[config.mk]
export PLATFORM = sky130hd
export DESIGN_NAME = port_phy_link_control_regs
export DESIGN_NICKNAME = d
export VERILOG_FILES = /design/src/inc/phy_ctl_pkg.sv /design/src/core/phy_port_ctl.sv /design/src/core/port_phy_link_control_regs.sv
export VERILOG_INCLUDE_DIRS = /design/src /design/src/inc
export SDC_FILE = /design/constraint.sdc
export NUM_CORES = 1
export LEC_CHECK = 0
export BUFFER_PORTS_ARGS = -buffer_cell sky130_fd_sc_hd__buf_2
export CAP_MARGIN = 10
export CORE_MARGIN = 2
export CORE_UTILIZATION = 40
export DETAILED_ROUTE_END_ITERATION = 16
export PLACE_DENSITY = 0.79
export SYNTH_ARGS = -nofsm -noshare
export SYNTH_HDL_FRONTEND = slang
export SYNTH_SLANG_ARGS = --single-unit
[constraint.sdc]
create_clock -name pclk -period 1.5 [get_ports pclk]
set_clock_uncertainty 0.05 [all_clocks]
set_input_delay 0.15 -clock pclk [delete_from_list [all_inputs] [get_ports pclk]]
set_output_delay 0.15 -clock pclk [all_outputs]
set_load 0.01 [all_outputs]
[src/inc/phy_ctl_map.svh]
// Behaviour
// duplex-force bit selects forced full or half
// software keeps duplex-force at zero ideally
// first control bit 4 advertises pause ability
// bit 3 advertises 100 full duplex
// bit 2 advertises 100 half duplex
// bit 1 advertises 10 full duplex
// bit 0 advertises 10 half duplex
// indicator blank drives both indicators high
// transmit disable bit turns transmitter off
// writing restart bit restarts negotiation
// far-end fault disable stops detect and pattern
// crossover disable bit turns auto crossover off
// forced wiring: one straight, zero crossed
// negotiation enable; else speed, duplex forced
// restart fires once per zero-to-one write
`ifndef PHY_CTL_MAP_SVH
`define PHY_CTL_MAP_SVH
// ----------------------------------------------------------------
// register indices (byte address is four times index)
// ----------------------------------------------------------------
`define IDX_P1_FIRST      8'h1C
`define IDX_P1_SECOND     8'h1D
`define IDX_P2_FIRST      8'h2C
`define IDX_P2_SECOND     8'h2D
`define IDX_P3_SECOND     8'h3D
// ----------------------------------------------------------------
// first control register fields
// ----------------------------------------------------------------
`define F1_AN_EN          7
`define F1_SPEED          6
`define F1_DUPLEX         5
`define F1_PAUSE          4
`define F1_ADV_BASE       0
`define F1_ADV_TOP        3
`define F1_LOW_RST        5'h1F
// ----------------------------------------------------------------
// second control register fields
// ----------------------------------------------------------------
`define F2_BLANK          7
`define F2_TXDIS          6
`define F2_RESTART        5
`define F2_NOFEF          4
`define F2_PDOWN          3
`define F2_NOXOVER        2
`define F2_STRAIGHT       1
`define F2_RST            8'h00
`define RSVD_VALUE        32'h0000_0000
`endif

[src/inc/phy_ctl_pkg.sv]
package phy_ctl_pkg;
    // per-port settings toward the phy
    typedef struct packed {
        logic       an_enable;
        logic       force_100;
        logic       force_full;
        logic       adv_pause;
        logic [3:0] adv_ability;
        logic       transmit_off;
        logic       fef_off;
        logic       power_down;
        logic       xover_off;
        logic       force_straight_wiring;
    } port_ctl_t;
    // strap levels sampled at reset release
    typedef struct packed {
        logic an_enable;
        logic force_100;
        logic force_full;
    } strap_t;
endpackage

[src/core/phy_port_ctl.sv]
`timescale 1ns/1ps
`default_nettype none
`include "phy_ctl_map.svh"
module phy_port_ctl (
    input  wire logic               pclk,
    input  wire logic               presetn,
    input  wire logic               strap_take,
    input  wire phy_ctl_pkg::strap_t strap,
    input  wire logic               wr_first,
    input  wire logic               wr_second,
    input  wire logic [7:0]         wdata,
    input  wire logic               neg_done,
    input  wire logic               ind_high_in,
    input  wire logic               ind_low_in,
    output logic [7:0]              first_r,
    output logic [7:0]              second_r,
    output phy_ctl_pkg::port_ctl_t  ctl,
    output logic                    duplex_full,
    output logic                    negotiation_restart,
    output logic                    port_indicator_high,
    output logic                    port_indicator_low
);
    // ----------------------------------------------------------------
    // first control register with strap-loaded top bits
    // ----------------------------------------------------------------
    always_ff @(posedge pclk or negedge presetn) begin
        if (!presetn) begin
            first_r <= {3'h0, `F1_LOW_RST};
        end else if (strap_take) begin
            first_r[`F1_AN_EN]  <= strap.an_enable;
            first_r[`F1_SPEED]  <= strap.force_100;
            first_r[`F1_DUPLEX] <= strap.force_full;
        end else if (wr_first) begin
            first_r <= wdata;
        end
    end

    // second control register
    always_ff @(posedge pclk or negedge presetn) begin
        if (!presetn) begin
            second_r <= `F2_RST;
        end else if (wr_second) begin
            second_r <= wdata;
        end
    end

    // one restart pulse per rising write of the restart bit
    always_ff @(posedge pclk or negedge presetn) begin
        if (!presetn) begin
            negotiation_restart <= 1'b0;
        end else begin
            negotiation_restart <= wr_second && wdata[`F2_RESTART]
                                   && !second_r[`F2_RESTART];
        end
    end

    // duplex in force: forced bit unless negotiation succeeded
    always_ff @(posedge pclk or negedge presetn) begin
        if (!presetn) begin
            duplex_full <= 1'b0;
        end else if (!first_r[`F1_AN_EN] || !neg_done) begin
            duplex_full <= first_r[`F1_DUPLEX];
        end else begin
            duplex_full <= 1'b0;
        end
    end

    // indicator outputs, blanked high when asked
    always_ff @(posedge pclk or negedge presetn) begin
        if (!presetn) begin
            port_indicator_high <= 1'b1;
            port_indicator_low  <= 1'b1;
        end else begin
            port_indicator_high <= ind_high_in | second_r[`F2_BLANK];
            port_indicator_low  <= ind_low_in | second_r[`F2_BLANK];
        end
    end

    // settings fanned out to the phy
    always_comb begin
        ctl.an_enable             = first_r[`F1_AN_EN];
        ctl.force_100             = first_r[`F1_SPEED];
        ctl.force_full            = first_r[`F1_DUPLEX];
        ctl.adv_pause             = first_r[`F1_PAUSE];
        ctl.adv_ability           = first_r[`F1_ADV_TOP:`F1_ADV_BASE];
        ctl.transmit_off          = second_r[`F2_TXDIS];
        ctl.fef_off               = second_r[`F2_NOFEF];
        ctl.power_down            = second_r[`F2_PDOWN];
        ctl.xover_off             = second_r[`F2_NOXOVER];
        ctl.force_straight_wiring = second_r[`F2_NOXOVER] & second_r[`F2_STRAIGHT];
    end
endmodule // phy_port_ctl
`default_nettype wire

[src/core/port_phy_link_control_regs.sv]
// Design decision made here: the APB slave port.
`timescale 1ns/1ps
`default_nettype none
`include "phy_ctl_map.svh"
module port_phy_link_control_regs #(
    parameter int NPORTS = 2
) (
    input  wire logic                   pclk,
    input  wire logic                   presetn,
    input  wire logic                   psel,
    input  wire logic                   penable,
    input  wire logic                   pwrite,
    input  wire logic [11:0]            paddr,
    input  wire logic [31:0]            pwdata,
    output logic [31:0]                 prdata,
    output logic                        pready,
    output logic                        pslverr,
    input  wire phy_ctl_pkg::strap_t    strap_pins [NPORTS],
    input  wire logic [NPORTS-1:0]      neg_done,
    input  wire logic [NPORTS-1:0]      ind_high_in,
    input  wire logic [NPORTS-1:0]      ind_low_in,
    output phy_ctl_pkg::port_ctl_t      ctl [NPORTS],
    output logic [NPORTS-1:0]           duplex_full,
    output logic [NPORTS-1:0]           negotiation_restart,
    output logic [NPORTS-1:0]           port_indicator_high,
    output logic [NPORTS-1:0]           port_indicator_low
);
    // refuse port counts the decode cannot serve
    if (NPORTS < 1 || NPORTS > 2) begin : g_bad_nports
        $error("NPORTS must be 1 or 2");
    end

    // ----------------------------------------------------------------
    // address decode
    // ----------------------------------------------------------------
    function automatic logic [2:0] decode(input logic [11:0] a);
        // bit0 second register, bits 2:1 port index (3'h6 port3 second); 3'h7 none
        case (a)
            {2'h0, `IDX_P1_FIRST, 2'h0}:  decode = 3'h0;
            {2'h0, `IDX_P1_SECOND, 2'h0}: decode = 3'h1;
            {2'h0, `IDX_P2_FIRST, 2'h0}:  decode = 3'h2;
            {2'h0, `IDX_P2_SECOND, 2'h0}: decode = 3'h3;
            {2'h0, `IDX_P3_SECOND, 2'h0}: decode = 3'h6;
            default:                        decode = 3'h7;
        endcase
    endfunction

    logic [2:0]        sel;
    logic              access;
    logic              sync1_r;
    logic              sync2_r;
    logic [2:0]        strap_s1_r [NPORTS];
    logic [2:0]        strap_s2_r [NPORTS];
    logic              strap_done_r;
    logic              strap_take;
    logic [7:0]        first_r [NPORTS];
    logic [7:0]        second_r [NPORTS];
    logic [NPORTS-1:0] neg_s1_r;
    logic [NPORTS-1:0] neg_s2_r;
    logic [NPORTS-1:0] ih_s1_r;
    logic [NPORTS-1:0] ih_s2_r;
    logic [NPORTS-1:0] il_s1_r;
    logic [NPORTS-1:0] il_s2_r;

    assign sel    = decode(paddr);
    assign access = psel && penable;
    assign pready = 1'b1;

    // strap pins and status pins pass two flops
    always_ff @(posedge pclk or negedge presetn) begin
        if (!presetn) begin
            neg_s1_r <= '0;
            neg_s2_r <= '0;
            ih_s1_r  <= '0;
            ih_s2_r  <= '0;
            il_s1_r  <= '0;
            il_s2_r  <= '0;
        end else begin
            neg_s1_r <= neg_done;
            neg_s2_r <= neg_s1_r;
            ih_s1_r  <= ind_high_in;
            ih_s2_r  <= ih_s1_r;
            il_s1_r  <= ind_low_in;
            il_s2_r  <= il_s1_r;
        end
    end

    // reset release passes two flops before straps are taken
    always_ff @(posedge pclk or negedge presetn) begin
        if (!presetn) begin
            sync1_r <= 1'b0;
            sync2_r <= 1'b0;
        end else begin
            sync1_r <= 1'b1;
            sync2_r <= sync1_r;
        end
    end

    // strap capture once, on the third clock edge after release
    always_ff @(posedge pclk or negedge presetn) begin
        if (!presetn) begin
            strap_done_r <= 1'b0;
        end else if (strap_take) begin
            strap_done_r <= 1'b1;
        end
    end
    assign strap_take = !strap_done_r && sync2_r;

    // ----------------------------------------------------------------
    // per-port control instances
    // ----------------------------------------------------------------
    genvar g;
    generate
        for (g = 0; g < NPORTS; g++) begin : g_port
            always_ff @(posedge pclk or negedge presetn) begin
                if (!presetn) begin
                    strap_s1_r[g] <= 3'h0;
                    strap_s2_r[g] <= 3'h0;
                end else begin
                    strap_s1_r[g] <= strap_pins[g];
                    strap_s2_r[g] <= strap_s1_r[g];
                end
            end

            phy_port_ctl i_phy_port_ctl (
                .pclk                (pclk),
                .presetn             (presetn),
                .strap_take          (strap_take),
                .strap               (phy_ctl_pkg::strap_t'(strap_s2_r[g])),
                .wr_first            (access && pwrite && sel == 3'(2 * g)),
                .wr_second           (access && pwrite && sel == 3'(2 * g + 1)),
                .wdata               (pwdata[7:0]),
                .neg_done            (neg_s2_r[g]),
                .ind_high_in         (ih_s2_r[g]),
                .ind_low_in          (il_s2_r[g]),
                .first_r             (first_r[g]),
                .second_r            (second_r[g]),
                .ctl                 (ctl[g]),
                .duplex_full         (duplex_full[g]),
                .negotiation_restart (negotiation_restart[g]),
                .port_indicator_high (port_indicator_high[g]),
                .port_indicator_low  (port_indicator_low[g])
            );
        end
    endgenerate

    // ----------------------------------------------------------------
    // read data and error answer
    // ----------------------------------------------------------------
    always_comb begin
        prdata  = `RSVD_VALUE;
        pslverr = 1'b0;
        if (access && !pwrite && sel[2:1] < 2'(NPORTS)) begin
            prdata = {24'h0, sel[0] ? second_r[sel[1]] : first_r[sel[1]]};
        end
        if (access && (sel == 3'h7 || (sel != 3'h6 && sel[2:1] >= 2'(NPORTS)))) begin
            pslverr = 1'b1;
        end
    end
endmodule // port_phy_link_control_regs
`default_nettype wire

Word-level counts from Yosys, hierarchy flattened
Cells that the tools add are included.

word-level totals
  register bits = 67
  bits in latches = 0
  RAM bits = 0
  ROM bits = 0
  input port bits = 61
  memories = 0

cells by class
  add/subtract/negate cells = 0
  multiply operators = 0
  div/mod/pow operators = 0
  magnitude comparators = 3
  eq/ne operators = 10
  shifts and indexed selects = 0
  muxes and demuxes = 16
  bitwise operators = 8
  reduce and logical (&&, ||, !) cells = 31

operators with widths
  cell                                                                    number
  8-bit 2-to-1 mux                                                        10
  12-bit by 8-bit equality test with 1-bit output, second input constant  3
  12-bit by 7-bit equality test with 1-bit output, second input constant  2
  1-bit logical AND                                                       15
  3-bit one-hot mux with 5 select lines                                   1
  1-bit zero test                                                         8
  3-bit by 2-bit equality test with 1-bit output, second input constant   2
  3-bit 2-to-1 mux                                                        2
  2-bit greater-or-equal comparator, second input constant                2
  1-bit OR                                                                4
  2-bit AND reduction                                                     2
  2-bit nonzero test                                                      2
  3-bit by 1-bit equality test with 1-bit output, second input constant   1
  3-bit equality test, second input constant                              1
  3-bit zero test                                                         1
  1-bit logical OR                                                        3
  1-bit 2-to-1 mux                                                        3
  3-bit != test, second input constant                                    1
  1-bit AND                                                               2
  2-bit less-than comparator, second input constant                       1
  1-bit NOT with 2-bit output                                             1
  1-bit NOT                                                               1

Depth between registers and ports, before layout
  depth after elaboration = 8
  depth in mapped cells = 6
  gate-level depth less buffers = 4

By module
From an unflattened synthesis, not the netlist that was laid out.

unflattened totals
  cells, all modules = 243
  area, all modules = 3055.4 um2

modules (own cells, without submodules)
  module                      instances  cells an instance  area an instance (um2)  sequential area each (um2)
  phy_port_ctl                2          63                 870.8                   509.2
  port_phy_link_control_regs  1          117                1313.8                  675.6

Least setup slack after synthesis
Ideal clock, no wire load.

  path type = in2out
  start point = in paddr[10]
  end point = out prdata[6]
  data arrival time = 1397 ps
  slack = -97 ps
  stages = 4
  path through = nor4_4 > nand2_4 > nor3_2 > a21boi_0

on the way
  longest elaborated chain between the ends = 8

RTL lines
  element                                                                                                             RTL line                           text
  from (decl)                                                                                                         port_phy_link_control_regs.sv:13   input wire logic [11:0] paddr,
  12-bit by 8-bit equality test with 1-bit output or 12-bit by 7-bit equality test with 1-bit output (tied branches)  port_phy_link_control_regs.sv:38   case (a)
  3-bit one-hot mux with 5 select lines (*)                                                                           port_phy_link_control_regs.sv:38
  1-bit NOT with 2-bit output (not written as such)                                                                   port_phy_link_control_regs.sv:154  prdata = {24'h0, sel[0] ? second_r[sel[1]] : first_r[sel[1]]};
  8-bit 2-to-1 mux (not written as such) (3 in series)                                                                port_phy_link_control_regs.sv:154
  8-bit 2-to-1 mux                                                                                                    port_phy_link_control_regs.sv:154
  8-bit 2-to-1 mux (*)                                                                                                port_phy_link_control_regs.sv:153  if (access && !pwrite && sel[2:1] < 2'(NPORTS)) begin
  to (decl)                                                                                                           port_phy_link_control_regs.sv:15   output logic [31:0] prdata,

Mark *: on every way between the ends. The rest lies on a longest branch, timed or not. The select of a mux whose other input is x is not followed.

Worst setup path after layout
  start point = in paddr[6]
  end point = out prdata[0]

Same word-level chain as after synthesis.

==> impl_metrics.csv <==
group,metric,value,unit
timing,fin_crit,1660,ps
logic_synthesis,yosys.area.top_type_share,0.432,
critical_path,path_cells,"buf_4 -> xor2_1 -> nand2_2 -> a2111oi_4 -> buf_4 -> a22o_1 -> buf_2",
logic_synthesis,yosys_warnings,0,
logic_synthesis,synth_edf_count,0,
route,ant_nets,0,
critical_path,crit_required,1300,ps
route,dr_total_vias,2151,
placed_design,dp_hpwl,4780,um
logic_synthesis,synthFlopType,"dfrtp_1",
placed_design,dp_cells,428,
logic_synthesis,yosysTopAreaCell,"dfrtp_1",
final_layout,syn2layout_area_growth,31.9,%
critical_path,cp_slowest_stage_delay,370,ps
logic_synthesis,synthTopCellsByCount,"53 x dfrtp_1, 41 x buf_4, 26 x mux2_2",
clock_network,clkSinkCount,67,
timing,setup_viol,8,
timing,fin_crit_sh,1.10,
power,vdd_drop_max,662,uV
placed_design,gp_congestion,0.816,
floorplan,initial_core_util,0.418,
critical_path,worst-path-max-fanout,8,
timing,max_freq,603,MHz
power,p_comb_frac,0.108,
route,viasPerCell,4.70,
clock_network,clk-insertion-delay-late,340,ps
grt,grt_pass1_wl,10500,um
placed_design,portBuffers,79,
power,power_leakage,1.99,nW
power,clock_power_share,0.348,
route,drt_iter0_markers,88,
logic_synthesis,syn_area_per_cell,13.0,um^2
final_layout,nNetsFinal,415,
clock_network,cts_root_buf,"clkbuf_8",
floorplan,num_rows,31,
logic_synthesis,synth_area,3070,um^2
floorplan,chipHeight,91.6,um
power,swShare,0.250,
floorplan,die_w,91.6,um
timing,hold_ws,43.4,ps
route,route.detailed.drc,0,
clock_network,clockBufferDepth,2,
run_status,violations,"setup timing",
timing,drv_slew,0,
min_path,holdCritPathClass,"input pin to flop",
route,wl_per_cell,14.2,um
floorplan,die-area,8380,um^2
final_layout,drive_gt1_frac,0.546,
grt,antenna_found_initial,0,
clock_network,cts_tree,"done",
route,firstDrtPassIters,4,
critical_path,cp-start-kind,"input pin",
logic_synthesis,synth_cell_types,35,
placed_design,pre_cts_slack,-224,ps
power,powerDensity,872,nW/um^2
power,power.internal,2.65,mW
final_layout,final-instance-count-excl-fill,458,
critical_path,critical_path_class,"input pin to primary output",
grt,overflow,0,
power,pwr-share-seq,0.544,
grt,grt_max_degree,68,
critical_path,crit_top_cell,"buf_4",
critical_path,end_kind,"primary output",
logic_synthesis,seq_area_frac_synth,0.552,
logic_synthesis,ys_ff_latch,67,
floorplan,io_pins,129,
logic_synthesis,yosys-top-cells-area,"dfrtp_1 43%, dfstp_2 12%, buf_4 10%",
timing,rsz0062_at_grt,"yes",
grt,track_usage,0.166,
grt,grt_pass1_vias,2121,
floorplan,coreArea,7330,um^2
run,maxCapViolCount,0,
clock_network,clk_pin_slew,80,ps
final_layout,diodes,0,
logic_synthesis,synth_cells,235,
timing,fin_ws,-157,ps
timing,hold_viol_final,0,
critical_path,arrival,1460,ps
logic_synthesis,async_flop_share,1.00,
logic_synthesis,synth_most_common_cell,"dfrtp_1",
route,wirelength,6510,um
power,switchingPower,0.881,mW
critical_path,crit_slowest_cell,"a2111oi_4",
clock_network,cts_made_buffers,9,
run_status,status,"finished, violations left",
clock_network,htree_levels,3,
per-layer routing:
metal / routed length, um / global-route usage / share of wire / vias up
li1: - / - / - / 1003
met1: 2820 / 0.209 / 0.43 / 1070
met2: 3100 / 0.255 / 0.48 / 69
met3: 455 / 0.0622 / 0.070 / 9
met4: 136 / 0.0694 / 0.021 / 0
met5: 0 / 0 / 0 / -
critical path, delay by kind of cell:
family / cells / cell delay [ps]
AO/OA/AOI/OAI: 2 / 510
AND/OR/NAND/NOR: 1 / 130
XOR/XNOR: 1 / 170
buffers and inverters: 3 / 480
power by group through the flow:
stage	Combinational (mW)	Sequential [mW]	Clock [mW]
after floorplan	0.192	1.95	0
after global placement	0.331	1.95	0
after detailed placement	0.338	1.95	0
after CTS	0.380	1.92	1.27
after global routing	0.419	1.92	1.35
final	0.381	1.92	1.23
layout by cell type, fill, tap and decap left out, types with 2 or more instances in the layout:
cell type	instances
or2_2	6
a21boi_0	2
dfstp_2	14
nor2_1	3
mux2_2	22
mux2i_1	14
nand4_1	3
nor4_4	3
nand2b_1	3
o2bb2ai_1	6
clkbuf_8	9
clkinv_2	3
buf_2	76
clkinvlp_4	2
dlygate4sd3_1	13
and2_1	2
nand4b_1	2
nand2_1	8
dfrtp_1	53
clkbuf_1	2
buf_6	3
buf_4	37
nor4_1	2
conb_1	26
a21oi_1	2
nor2_2	2
o21ai_0	6
o31ai_4	2
mux2_4	4
xnor2_1	2
and4b_1	3
a22o_1	6
metrics by stage:
| step | power [mW] | util | setup TNS (ps) | cell area [um^2] |
|---|---|---|---|---|
| after detailed placement | 2.29 | 0.496 | -5670 | 3640 |
| after CTS | 3.57 | 0.548 | -988 | 4020 |
| after floorplan | 2.14 | - | -606 | 3160 |
| after global placement | 2.28 | 0.496 | -5610 | 3640 |
| after global routing | 3.69 | 0.552 | -1650 | 4050 |
| final | 3.53 | 0.552 | -954 | 4050 |
cell families (layout without fill, tap and decap cells):
| logic type | Yosys count | count (layout) | synth area share |
|---|---|---|---|
| buffers and inverters | 46 | 146 | 0.107 |
| muxes | 40 | 40 | 0.141 |
| other | 2 | 26 | 0.00245 |
| xor gates and xnor gates | 4 | 4 | 0.0114 |
| and+or+nand+nor | 48 | 48 | 0.113 |
| DFF | 67 | 67 | 0.552 |
| AOI/OAI and AO/OA | 28 | 28 | 0.0726 |
timing repair:
item | CTS | global route
hold buffers | 13 | 0
endpoints found under the setup margin | 8 | 29
pin swaps | 8 | 7
setup buffers | 2 | 0
gates cloned | 0 | 0
endpoints found under the hold margin | 65 | 0
resized for setup | 13 | 9
flip-flops by register name (all words and copies together) (netlist names):
name / count
ih_s1_r: 2
sync2_r: 1
il_s2_r: 2
g_port.i_phy_port_ctl.port_indicator_high: 2
neg_s2_r: 2
il_s1_r: 2
g_port.i_phy_port_ctl.first_r: 16
strap_s2_r: 6
ih_s2_r: 2
g_port.i_phy_port_ctl.second_r: 16
sync1_r: 1
g_port.i_phy_port_ctl.negotiation_restart: 2
g_port.i_phy_port_ctl.duplex_full: 2
strap_done_r: 1
g_port.i_phy_port_ctl.port_indicator_low: 2
neg_s1_r: 2
strap_s1_r: 6
final cells by class:
type	instances	area, um^2
Clock inverter	5	30.0
Multi-Input combinational cell	146	1220
Fill cell	623	3290
Tap cell	99	124
Sequential cell	67	1690
Timing Repair Buffer	130	842
Clock buffer	11	131
final timing paths:
path                                           start                                                      to  slack (ps)  cells past startpoint
worst max-delay path                        paddr[6]                                               prdata[0]        -160                      7
worst min-delay path                       pwdata[5]  g_port[1].i_phy_port_ctl.negotiation_restart$_DFF_PN0_          40                      3
worst max register to register     sync2_r$_DFF_PN0_         g_port[0].i_phy_port_ctl.first_r[3]$_DFFE_PN1P_          90                      4
worst min register to register  il_s1_r[1]$_DFF_PN0_                                    il_s2_r[1]$_DFF_PN0_         290                      0
max in group asynchronous                    presetn  g_port[0].i_phy_port_ctl.port_indicator_high$_DFF_PN1_         770                      3
min in group asynchronous                    presetn         g_port[1].i_phy_port_ctl.first_r[7]$_DFFE_PN0P_         310                      3
Power figures use the tool's default switching activity.
